**config.mk**
```make
export PLATFORM = sky130hd
export DESIGN_NAME = pei_top
export DESIGN_NICKNAME = d
export VERILOG_FILES = /design/src/pei_pkg.sv /design/src/pei_top.sv
export SDC_FILE = /design/constraint.sdc
export NUM_CORES = 1
export LEC_CHECK = 0
export BUFFER_PORTS_ARGS = -buffer_cell sky130_fd_sc_hd__buf_2
export CORE_AREA = 2 2 219 221
export CTS_CLUSTER_DIAMETER = 150
export DETAILED_ROUTE_END_ITERATION = 8
export DIE_AREA = 0 0 221 223
export PLACE_DENSITY = 0.68
export SLEW_MARGIN = 15
export SYNTH_ARGS = -nofsm -noshare
export SYNTH_HDL_FRONTEND = slang
export SYNTH_SLANG_ARGS = --single-unit
```
**constraint.sdc**
```tcl
create_clock -name i_clock -period 1.65 [get_ports i_clock]
set_input_delay 0.165 -clock i_clock [delete_from_list [all_inputs] [get_ports i_clock]]
set_output_delay 0.165 -clock i_clock [all_outputs]
set_load 0.01 [all_outputs]
```
**src/pei_pkg.sv**
```systemverilog
// Package with register map, field positions and reset values for the port event interrupt block.
package pei_pkg;
   localparam int unsigned NUM_PORTS      = 8;
   localparam int unsigned PORT_IDX_W     = 3;
   localparam int unsigned REG_IDX_W      = 3;
   // Register indices per port; byte address is 32*port + 4*index.
   localparam logic [REG_IDX_W-1:0] IDX_SUMMARY   = 3'h0;
   localparam logic [REG_IDX_W-1:0] IDX_FLAGS     = 3'h1;
   localparam logic [REG_IDX_W-1:0] IDX_MASK      = 3'h2;
   localparam logic [REG_IDX_W-1:0] IDX_STOPCAUSE = 3'h3;
   localparam logic [REG_IDX_W-1:0] IDX_RXCAUSE   = 3'h4;
   localparam logic [REG_IDX_W-1:0] IDX_TXPOLICY  = 3'h5;
   localparam logic [REG_IDX_W-1:0] IDX_RXPOLICY  = 3'h6;
   localparam logic [REG_IDX_W-1:0] IDX_CONTROL   = 3'h7;
   localparam int unsigned ADDR_IDX_LSB   = 2;
   localparam int unsigned ADDR_PORT_LSB  = 5;
   localparam int unsigned ADDR_USED_MSB  = 7;
   // Event flag bit positions.
   localparam int unsigned FLG_RX_GOOD    = 0;
   localparam int unsigned FLG_RX_CAUSE   = 1;
   localparam int unsigned FLG_TX_DONE    = 2;
   localparam int unsigned FLG_TX_FAULT   = 3;
   localparam int unsigned FLG_LINK       = 4;
   localparam int unsigned FLG_SATURATED  = 5;
   localparam int unsigned FLG_HALTED     = 6;
   // Stop cause bit positions.
   localparam int unsigned SC_STARVED     = 0;
   localparam int unsigned SC_LATE_COL    = 1;
   localparam int unsigned SC_EXCESS_COL  = 2;
   localparam int unsigned SC_PKC_LSB     = 6;
   // Control register bit positions.
   localparam int unsigned CTL_RX_EN      = 3;
   localparam int unsigned CTL_TX_EN      = 4;
   localparam logic [7:0] MASK_VALID      = 8'h7f;
   localparam logic [7:0] SC_ERR_BITS     = 8'h07;
   localparam logic [7:0] RX_CAUSE_VALID  = 8'hbf;
   localparam logic [7:0] REG_RESET       = 8'h00;
   localparam logic [1:0] PKC_MAX         = 2'h2;
   localparam logic [31:0] RDATA_ZERO     = 32'h0000_0000;
endpackage

```
**src/pei_top.sv**
```systemverilog
// Per-port event flags, masks, transmit stop causes and a chip summary behind an APB slave.
`timescale 1ns/1ps
module pei_top
   import pei_pkg::*;
(
   input  wire logic                 i_clock,
   input  wire logic                 i_rstn,
   input  wire logic                 i_psel,
   input  wire logic                 i_penable,
   input  wire logic                 i_pwrite,
   input  wire logic [31:0]          i_paddr,
   input  wire logic [31:0]          i_pwdata,
   output      logic [31:0]          o_prdata,
   output      logic                 o_pready,
   output      logic                 o_pslverr,
   input  wire logic [NUM_PORTS-1:0] i_rx_good_done,
   input  wire logic [NUM_PORTS-1:0] i_rx_pkt_end,
   input  wire logic [7:0]           i_rx_cause [NUM_PORTS],
   input  wire logic [NUM_PORTS-1:0] i_tx_done,
   input  wire logic [NUM_PORTS-1:0] i_tx_excess_col,
   input  wire logic [NUM_PORTS-1:0] i_tx_late_col,
   input  wire logic [NUM_PORTS-1:0] i_tx_starved,
   input  wire logic [NUM_PORTS-1:0] i_tx_fifo_first_byte,
   input  wire logic [NUM_PORTS-1:0] i_tx_idle,
   input  wire logic [NUM_PORTS-1:0] i_rx_idle,
   input  wire logic [NUM_PORTS-1:0] i_counter_saturated,
   input  wire logic [NUM_PORTS-1:0] i_link_changed,
   input  wire logic [NUM_PORTS-1:0] i_symbol_link_mode,
   output      logic [NUM_PORTS-1:0] o_transmit_path_enable,
   output      logic [NUM_PORTS-1:0] o_receive_path_enable,
   output      logic [7:0]           o_receive_filter_policy [NUM_PORTS],
   output      logic                 o_irq
);

   logic [7:0]           flags_q [NUM_PORTS];
   logic [7:0]           mask_q [NUM_PORTS];
   logic [7:0]           cause_q [NUM_PORTS];
   logic [7:0]           rxc_q [NUM_PORTS];
   logic [7:0]           txpol_q [NUM_PORTS];
   logic [7:0]           rxpol_q [NUM_PORTS];
   logic [7:0]           ctl_q [NUM_PORTS];
   logic [1:0]           pkc_q [NUM_PORTS];
   logic [NUM_PORTS-1:0] halted_q;
   logic [NUM_PORTS-1:0] summary;
   logic [31:0]          prdata_q;

   logic                  acc;
   logic                  wr;
   logic                  rd;
   logic [PORT_IDX_W-1:0] sel_port;
   logic [REG_IDX_W-1:0]  sel_idx;
   logic                  addr_bad;

   function automatic logic rd_hit(input logic r, input logic [PORT_IDX_W-1:0] sp, input int unsigned p,
                                   input logic [REG_IDX_W-1:0] si, input logic [REG_IDX_W-1:0] want);
      rd_hit = r && (sp == PORT_IDX_W'(p)) && (si == want);
   endfunction

   assign acc      = i_psel && i_penable;
   assign wr       = acc && i_pwrite;
   assign rd       = acc && !i_pwrite;
   assign sel_port = i_paddr[ADDR_PORT_LSB +: PORT_IDX_W];
   assign sel_idx  = i_paddr[ADDR_IDX_LSB +: REG_IDX_W];
   assign addr_bad = (i_paddr[31:ADDR_USED_MSB+1] != '0) || (i_paddr[1:0] != 2'h0)
                     || ((sel_idx == IDX_SUMMARY) && (sel_port != '0));
   assign o_pready  = 1'b1;
   assign o_pslverr = acc && addr_bad;
   assign o_prdata  = prdata_q;

   // Read data is captured during setup so it appears with the zero-wait access phase.
   always_ff @(posedge i_clock or negedge i_rstn) begin
      if (!i_rstn) begin
         prdata_q <= RDATA_ZERO;
      end else if (i_psel && !i_penable && !i_pwrite) begin
         prdata_q <= RDATA_ZERO;
         if (!addr_bad) begin
            case (sel_idx)
               IDX_SUMMARY:   prdata_q[7:0] <= summary;
               IDX_FLAGS:     prdata_q[7:0] <= flags_q[sel_port];
               IDX_MASK:      prdata_q[7:0] <= mask_q[sel_port];
               IDX_STOPCAUSE: prdata_q[7:0] <= {pkc_q[sel_port], cause_q[sel_port][5:0]};
               IDX_RXCAUSE:   prdata_q[7:0] <= rxc_q[sel_port];
               IDX_TXPOLICY:  prdata_q[7:0] <= txpol_q[sel_port];
               IDX_RXPOLICY:  prdata_q[7:0] <= rxpol_q[sel_port];
               IDX_CONTROL:   prdata_q[7:0] <= ctl_q[sel_port];
               default:       prdata_q <= RDATA_ZERO;
            endcase
         end
      end
   end

   generate
      for (genvar p = 0; p < NUM_PORTS; p++) begin : g_port
         logic rd_flags;
         logic rd_cause;
         logic rd_rxc;
         logic wsel;
         logic halt_now;
         logic [7:0] ev;
         logic [7:0] cause_set;
         assign rd_flags = rd_hit(rd && !addr_bad, sel_port, p, sel_idx, IDX_FLAGS);
         assign rd_cause = rd_hit(rd && !addr_bad, sel_port, p, sel_idx, IDX_STOPCAUSE);
         assign rd_rxc   = rd_hit(rd && !addr_bad, sel_port, p, sel_idx, IDX_RXCAUSE);
         assign wsel     = wr && !addr_bad && (sel_port == PORT_IDX_W'(p));

         // A path counts as stopped when it is disabled and its current packet has finished.
         assign halt_now = (!ctl_q[p][CTL_TX_EN] || !ctl_q[p][CTL_RX_EN])
                           && (ctl_q[p][CTL_TX_EN] || i_tx_idle[p])
                           && (ctl_q[p][CTL_RX_EN] || i_rx_idle[p]);

         assign cause_set = {5'h00,
                             i_tx_excess_col[p] && txpol_q[p][SC_EXCESS_COL],
                             i_tx_late_col[p]   && txpol_q[p][SC_LATE_COL],
                             i_tx_starved[p]    && txpol_q[p][SC_STARVED]};

         always_comb begin
            ev = 8'h00;
            ev[FLG_RX_GOOD]   = i_rx_good_done[p];
            ev[FLG_TX_DONE]   = i_tx_done[p];
            ev[FLG_LINK]      = i_link_changed[p] && i_symbol_link_mode[p];
            ev[FLG_SATURATED] = i_counter_saturated[p];
            ev[FLG_HALTED]    = halt_now && !halted_q[p];
         end

         always_ff @(posedge i_clock or negedge i_rstn) begin
            if (!i_rstn) begin
               halted_q[p] <= 1'b0;
            end else begin
               halted_q[p] <= halt_now;
            end
         end

         // Flags: FLG_RX_CAUSE and FLG_TX_FAULT mirror the cause registers; for the others a read clears only the bits it returned, and a same-cycle event wins.
         always_ff @(posedge i_clock or negedge i_rstn) begin
            if (!i_rstn) begin
               flags_q[p] <= REG_RESET;
            end else begin
               for (int b = 0; b < 8; b++) begin
                  if (b == FLG_TX_FAULT) begin
                     flags_q[p][b] <= mask_q[p][b] && ((cause_q[p] & SC_ERR_BITS) != 8'h00);
                  end else if (b == FLG_RX_CAUSE) begin
                     flags_q[p][b] <= mask_q[p][b] && (rxc_q[p] != 8'h00);
                  end else if (ev[b] && mask_q[p][b]) begin
                     flags_q[p][b] <= 1'b1;
                  end else if (rd_flags && prdata_q[b]) begin
                     flags_q[p][b] <= 1'b0;
                  end
               end
            end
         end

         always_ff @(posedge i_clock or negedge i_rstn) begin
            if (!i_rstn) begin
               mask_q[p]  <= REG_RESET;
               txpol_q[p] <= REG_RESET;
               rxpol_q[p] <= REG_RESET;
               ctl_q[p]   <= REG_RESET;
            end else if (wsel) begin
               case (sel_idx)
                  IDX_MASK:     mask_q[p]  <= i_pwdata[7:0] & MASK_VALID;
                  IDX_TXPOLICY: txpol_q[p] <= i_pwdata[7:0];
                  IDX_RXPOLICY: rxpol_q[p] <= i_pwdata[7:0];
                  IDX_CONTROL:  ctl_q[p]   <= i_pwdata[7:0];
                  default:      mask_q[p]  <= mask_q[p];
               endcase
            end
         end

         always_ff @(posedge i_clock or negedge i_rstn) begin
            if (!i_rstn) begin
               cause_q[p] <= REG_RESET;
            end else if (rd_cause) begin
               cause_q[p] <= (cause_q[p] & ~(prdata_q[7:0] & SC_ERR_BITS)) | cause_set;
            end else begin
               cause_q[p] <= cause_q[p] | cause_set;
            end
         end

         always_ff @(posedge i_clock or negedge i_rstn) begin
            if (!i_rstn) begin
               rxc_q[p] <= REG_RESET;
            end else if (i_rx_pkt_end[p]) begin
               rxc_q[p] <= (rd_rxc ? (rxc_q[p] & ~prdata_q[7:0]) : rxc_q[p])
                           | (i_rx_cause[p] & RX_CAUSE_VALID);
            end else if (rd_rxc) begin
               rxc_q[p] <= rxc_q[p] & ~prdata_q[7:0];
            end
         end

         always_ff @(posedge i_clock or negedge i_rstn) begin
            if (!i_rstn) begin
               pkc_q[p] <= 2'h0;
            end else if (i_tx_fifo_first_byte[p] && !i_tx_done[p] && pkc_q[p] != PKC_MAX) begin
               pkc_q[p] <= pkc_q[p] + 2'h1;
            end else if (i_tx_done[p] && !i_tx_fifo_first_byte[p] && pkc_q[p] != 2'h0) begin
               pkc_q[p] <= pkc_q[p] - 2'h1;
            end
         end

         assign summary[p]                 = flags_q[p] != 8'h00;
         assign o_transmit_path_enable[p]  = ctl_q[p][CTL_TX_EN];
         assign o_receive_path_enable[p]   = ctl_q[p][CTL_RX_EN];
         assign o_receive_filter_policy[p] = rxpol_q[p];

      end
   endgenerate

   assign o_irq = summary != '0;
endmodule

```
### Word-level counts from Yosys, hierarchy flattened

Index checks and enable logic that the tools add are counted.

* register bits: 488
* input port bits: 229
* output and inout bits: 115
* logic and storage cells: 761

* $add $sub $neg: 16
* $lt $le $gt $ge: 1
* eq/ne operators: 22
* multiplexer cells: 146
* bitwise gates (word level): 43
* reduce and logical (&&, ||, !) cells: 420

Operators by type and width (number)
* 8-bit 2-to-1 mux: 37
* 1-bit logical AND: 233
* 8-bit nonzero test: 25
* 8-bit binary-select mux with 3-bit select: 7
* 8-bit AND: 16
* 8-bit by 3-bit OR with 8-bit output: 16
* 2-bit nonzero test: 57
* 1-bit 2-to-1 mux: 80
* 8-bit OR: 8
* 8-bit case mux with 8 select lines: 1
* 2-bit AND reduction: 32
* 1-bit zero test: 43
* 2-bit 2-to-1 mux: 18
* 1-bit logical OR: 26
* 3-bit equality test, second input constant: 8
* 24-bit nonzero test: 1
* 2-bit by 1-bit adder with 2-bit output, second input constant: 8
* 2-bit != test, second input constant: 8
* 2-bit by 1-bit subtractor with 2-bit output, second input constant: 8
* 3-bit by 2-bit equality test with 1-bit output, second input constant: 4
* 6-bit 2-to-1 mux: 2
* 3-bit inverter with 8-bit output: 1
* 8-bit inverter: 1
* 2-bit binary-select mux with 3-bit select: 1
* other kinds (5): 7

### Depth between registers and ports, before layout

* depth in word-level cells: 10
* depth in mapped cells: 9
* gate-level depth less buffers: 6

### Worst setup path before layout

OpenSTA, ideal clock, no wires.

* kind: input-to-reg
* start point: in i_paddr[5]
* end point: reg prdata_q[0] (netlist: o_prdata[0])
* library setup time: 122 ps
* arrival time: 1955 ps
* required time: 1528 ps
* slack: -427 ps
* stages: 7
* buffers on the path: 3
* cell sequence: buf_6 > buf_4 > buf_2 > mux4_2 > a311oi_1 > o2111ai_1 > a32o_1

* cells in the longest elaborated chain, start to end: 6
* elaborated cells on any way between the ends: 27
* classes of those cells: mux: 23; bitwise: 1; reduce/logical: 3

Ends and longest elaborated chain
* start: declaration: RTL line pei_top.sv:11 `input wire logic [31:0] i_paddr,`
* 3-bit inverter with 4-bit output (implied by the code)
* 8-bit binary-select mux with 3-bit select (tied with other cells): RTL line pei_top.sv:85 `IDX_CONTROL: prdata_q[7:0] <= ctl_q[sel_port];`
* 8-bit 2-to-1 mux (implied by the code) (tied with other cells) (2 in series): RTL line pei_top.sv:85
* 8-bit case mux with 8 select lines: RTL line pei_top.sv:77 `case (sel_idx)`
* 8-bit 2-to-1 mux *: RTL line pei_top.sv:76 `if (!addr_bad) begin`
* end signal: assignment: RTL line pei_top.sv:78 `IDX_SUMMARY: prdata_q[7:0] <= summary;`
* end signal: assignment: RTL line pei_top.sv:79 `IDX_FLAGS: prdata_q[7:0] <= flags_q[sel_port];`
* end signal: assignment: RTL line pei_top.sv:85
* end: declaration: RTL line pei_top.sv:45 `logic [31:0] prdata_q;`

Every way passes the cells marked *; elsewhere a longest branch is shown, timed or not. The select of a mux whose other input is x is not followed.
A chain may end at the register's enable or synchronous reset.

### Worst setup path in the final report

* start point: reg flags_q[27] (netlist name)
* end point: out o_irq

* cells in the longest elaborated chain, start to end: 2

Ends and longest elaborated chain
* start: declaration: RTL line pei_top.sv:35 `logic [7:0] flags_q [NUM_PORTS];`
* start signal: indexed assignment: RTL line pei_top.sv:140 `flags_q[p][b] <= mask_q[p][b] && ((cause_q[p] & SC_ERR_BITS) != 8'h00);`
* start signal: indexed assignment: RTL line pei_top.sv:142 `flags_q[p][b] <= mask_q[p][b] && (rxc_q[p] != 8'h00);`
* 8-bit nonzero test: RTL line pei_top.sv:200 `assign summary[p] = flags_q[p] != 8'h00;`
* 8-bit nonzero test: RTL line pei_top.sv:208 `assign o_irq = summary != '0;`
* end: declaration: RTL line pei_top.sv:32 `output logic o_irq`

No other way between the ends.

==> results.sh <==
export IMPL_r2r_cells=7
export IMPL_ys_seq_area_share_pct=51.0
export IMPL_max_cap_viol_count=0
export IMPL_power_per_cell_area_nw_per_um2=844
export IMPL_final_common_cell="dfrtp_1"
export IMPL_port_buffers=286
export IMPL_dr_first_iter_drc_count=1770
export IMPL_cp_required_ns=1.48
export IMPL_synth_ff_type="dfrtp_1"
export IMPL_fin_crit_sh_pct=169
export IMPL_grt_pass1_vias=19798
export IMPL_drv_slew=0
export IMPL_relSlewSlack_pct=51.0
export IMPL_peakVddDrop_mv=0.885
export IMPL_hold_path_end="halted_q[3]"
export IMPL_ys_async_sr_fraction_pct=100
export IMPL_violations="negative setup slack"
export IMPL_synth_edf_count=0
export IMPL_drc=0
export IMPL_layout_min_cycle_time_ns=2.79
export IMPL_grt_max_degree=61
export IMPL_die_w_um=221
export IMPL_endpoint_kind="output pin"
export IMPL_finClkSkew_ns=0.0135
export IMPL_fillers=3435
export IMPL_setup_violations=9
export IMPL_hold_ws_ns=0.0652
export IMPL_grtUsageTotal_pct=32.3
export IMPL_dr_pass1_iters=7
export IMPL_start_kind="flip-flop"
export IMPL_syn_inst=1678
export IMPL_worstHoldPathType="in -> reg"
export IMPL_synth_area_um2=20800
export IMPL_drt_wirelength_per_cell_um=24.7
export IMPL_grt_pass1_wl_um=121000
export IMPL_r2r_start="flags_q[24]"
export IMPL_worstHoldPathCells=3
export IMPL_coreArea_um2=47100
export IMPL_cts_buffers=47
export IMPL_arrival_ns=2.63
export IMPL_cts_path_max_buffers=3
export IMPL_yosysWarnings=0
export IMPL_min_from="i_tx_idle[3]"
export IMPL_initial_utilization_pct=44.2
export IMPL_leakage_nw=14.8
export IMPL_clock_latency_ns=0.59
export IMPL_report_final_hold_viol_count=0
export IMPL_clk_pin_slew_ns=0.06
export IMPL_final_antenna_net_count=0
export IMPL_path_max_fanout=2
export IMPL_die_area_um2=49300
export IMPL_status="finished, violations left"
export IMPL_dpl_cell_area_um2=26300
export IMPL_grt_overflow=0
export IMPL_place_congestion=1.03
export IMPL_cts_tree="done"
export IMPL_yosysUniqueCellTypes=59
export IMPL_hpwl_um=56700
export IMPL_antenna_found_initial=3
export IMPL_regToRegSetupSlack_ns=-0.31
export IMPL_fmax_ghz=0.358
export IMPL_vias=18506
export IMPL_die_h_um=223
export IMPL_drive_gt1_share_pct=49.0
export IMPL_rows=80
export IMPL_htree_levels=2
export IMPL_cts_root_buf="clkbuf_16"
export IMPL_r2r_end="o_prdata[0]"
export IMPL_nNetsFinal=2783
export IMPL_viasPerCell=5.77
export IMPL_critical_path_class="reg -> out"
export IMPL_place_ws_ns=-0.792
export IMPL_synth_seq_cells=424
export IMPL_io_pins=344
export IMPL_area_growth_pct=46.2
export IMPL_wl_um=79400
export IMPL_clock_sinks=424
export IMPL_tightest_slew_ns=0.735
export IMPL_syn_avg_cell_area_um2=12.4
export IMPL_rsz0062_at_grt="yes"
export IMPL_fin_tns_setup_ns=-2.83
export IMPL_layout_common_cells="dfrtp_1, buf_4, buf_2"
export IMPL_stdcell_area_um2=30400
export IMPL_worst_slack_ns=-1.14
[worst max-delay path, stage by stage, from the launching register on]
cell	delay (ns)
dfrtp_1	0.43
or4_1	0.53
nor4_1	0.20
buf_4	0.16
nand4_1	0.10
or4_4	0.48
buf_6	0.15
[per-layer routing]
metal / global-route usage, % / part of all wire [%] / up-vias
met5: 0 / 0 / -
met4: 14.9 / 5.0 / 0
met3: 6.39 / 7.5 / 255
met2: 53.1 / 48 / 899
met1: 41.4 / 40 / 9455
li1: - / - / 7897
[how the worst max path moves through the flow]
stage / from / slack, ns / cells past startpoint / to
2_1_floorplan: i_paddr[19] / -0.31 / 6 / mask_q[10]
3_3_place_gp: i_paddr[5] / -0.75 / 9 / o_prdata[0]
5_1_grt: flags_q[14] / -1.17 / 5 / o_irq
6_report: flags_q[27] / -1.14 / 6 / o_irq
4_1_cts: flags_q[13] / -1.12 / 5 / o_irq
3_5_place_dp: i_paddr[5] / -0.79 / 10 / o_prdata[7]
[stage by stage]
step	cells	total power, mW	util, %
after detailed placement	2911	13.5	55.7
after floorplan	1701	12.1	-
final	3209	25.7	64.6
after global routing	3207	26.4	64.5
after CTS	3200	25.7	64.2
after global placement	2911	13.4	55.7
[Yosys cell counts (4+ instances only)]
master | instances | share of area (%)
a21boi_0 | 8 | 0.29
a21oi_1 | 30 | 0.72
a221oi_1 | 13 | 0.55
a22oi_1 | 23 | 0.83
a31oi_1 | 4 | 0.12
buf_1 | 5 | 0.090
buf_2 | 13 | 0.31
buf_4 | 46 | 1.7
buf_6 | 4 | 0.22
bufbuf_16 | 5 | 0.78
clkbuf_1 | 33 | 0.59
clkbuf_8 | 5 | 0.33
dfrtp_1 | 424 | 51
dlygate4sd3_1 | 8 | 0.38
mux2_2 | 250 | 14
mux2i_1 | 35 | 1.7
mux4_2 | 94 | 10
nand2_1 | 270 | 4.9
nand2_2 | 17 | 0.51
nand3_1 | 26 | 0.63
nand3_2 | 11 | 0.53
nand3b_1 | 9 | 0.32
nand4_1 | 8 | 0.24
nor2_1 | 46 | 0.83
nor2b_1 | 26 | 0.78
nor3_1 | 7 | 0.17
nor4_1 | 36 | 1.1
o211ai_1 | 5 | 0.18
o21a_1 | 9 | 0.32
o21ai_0 | 117 | 2.8
o22ai_1 | 20 | 0.60
o31a_1 | 8 | 0.34
or2_2 | 8 | 0.24
or4_1 | 7 | 0.25
[final cells by class]
class                           count  area [um2]  area share (%)
Sequential cell                   424       10600            34.9
Multi-Input combinational cell   1155       10000            33.0
Timing Repair Buffer              923        7240            23.8
Clock buffer                       64        1360            4.47
Tap cell                          615         769            2.53
Clock inverter                     22         382            1.25
Inverter                            3        11.3          0.0370
Antenna cell                        3        7.51          0.0247
[where the power goes]
part	internal, mW	switching [mW]
Sequential	10.6	0.148
Clock	7.34	4.51
Combinational	1.48	1.60
[what timing repair did]
action,CTS,global route
hold endpoints to repair,531,0
setup buffers,23,6
gates resized for setup,49,22
pin swaps,32,9
hold buffers,193,0
endpoints found under the setup margin,187,86
[state kept, by name, summed over array words and instances (netlist names)]
name                     cells
cause_q                     24
halted_q                     8
o_prdata                     8
flags_q                     56
pkc_q                       16
txpol_q                     64
o_transmit_path_enable       8
o_receive_filter_policy     64
rxc_q                       64
mask_q                      56
ctl_q                       48
o_receive_path_enable        8
[cell families (layout without fill, tap and decap cells)]
logic type	count (synthesis)	after routing	share of synthesized area [%]
flops	424	424	51.0
buf+inv	122	1012	4.42
mux	379	379	25.4
other cells	2	28	0.0361
compound gates	255	255	7.57
simple gates	496	496	11.6
Note: power is estimated with default switching activity, not from simulation.
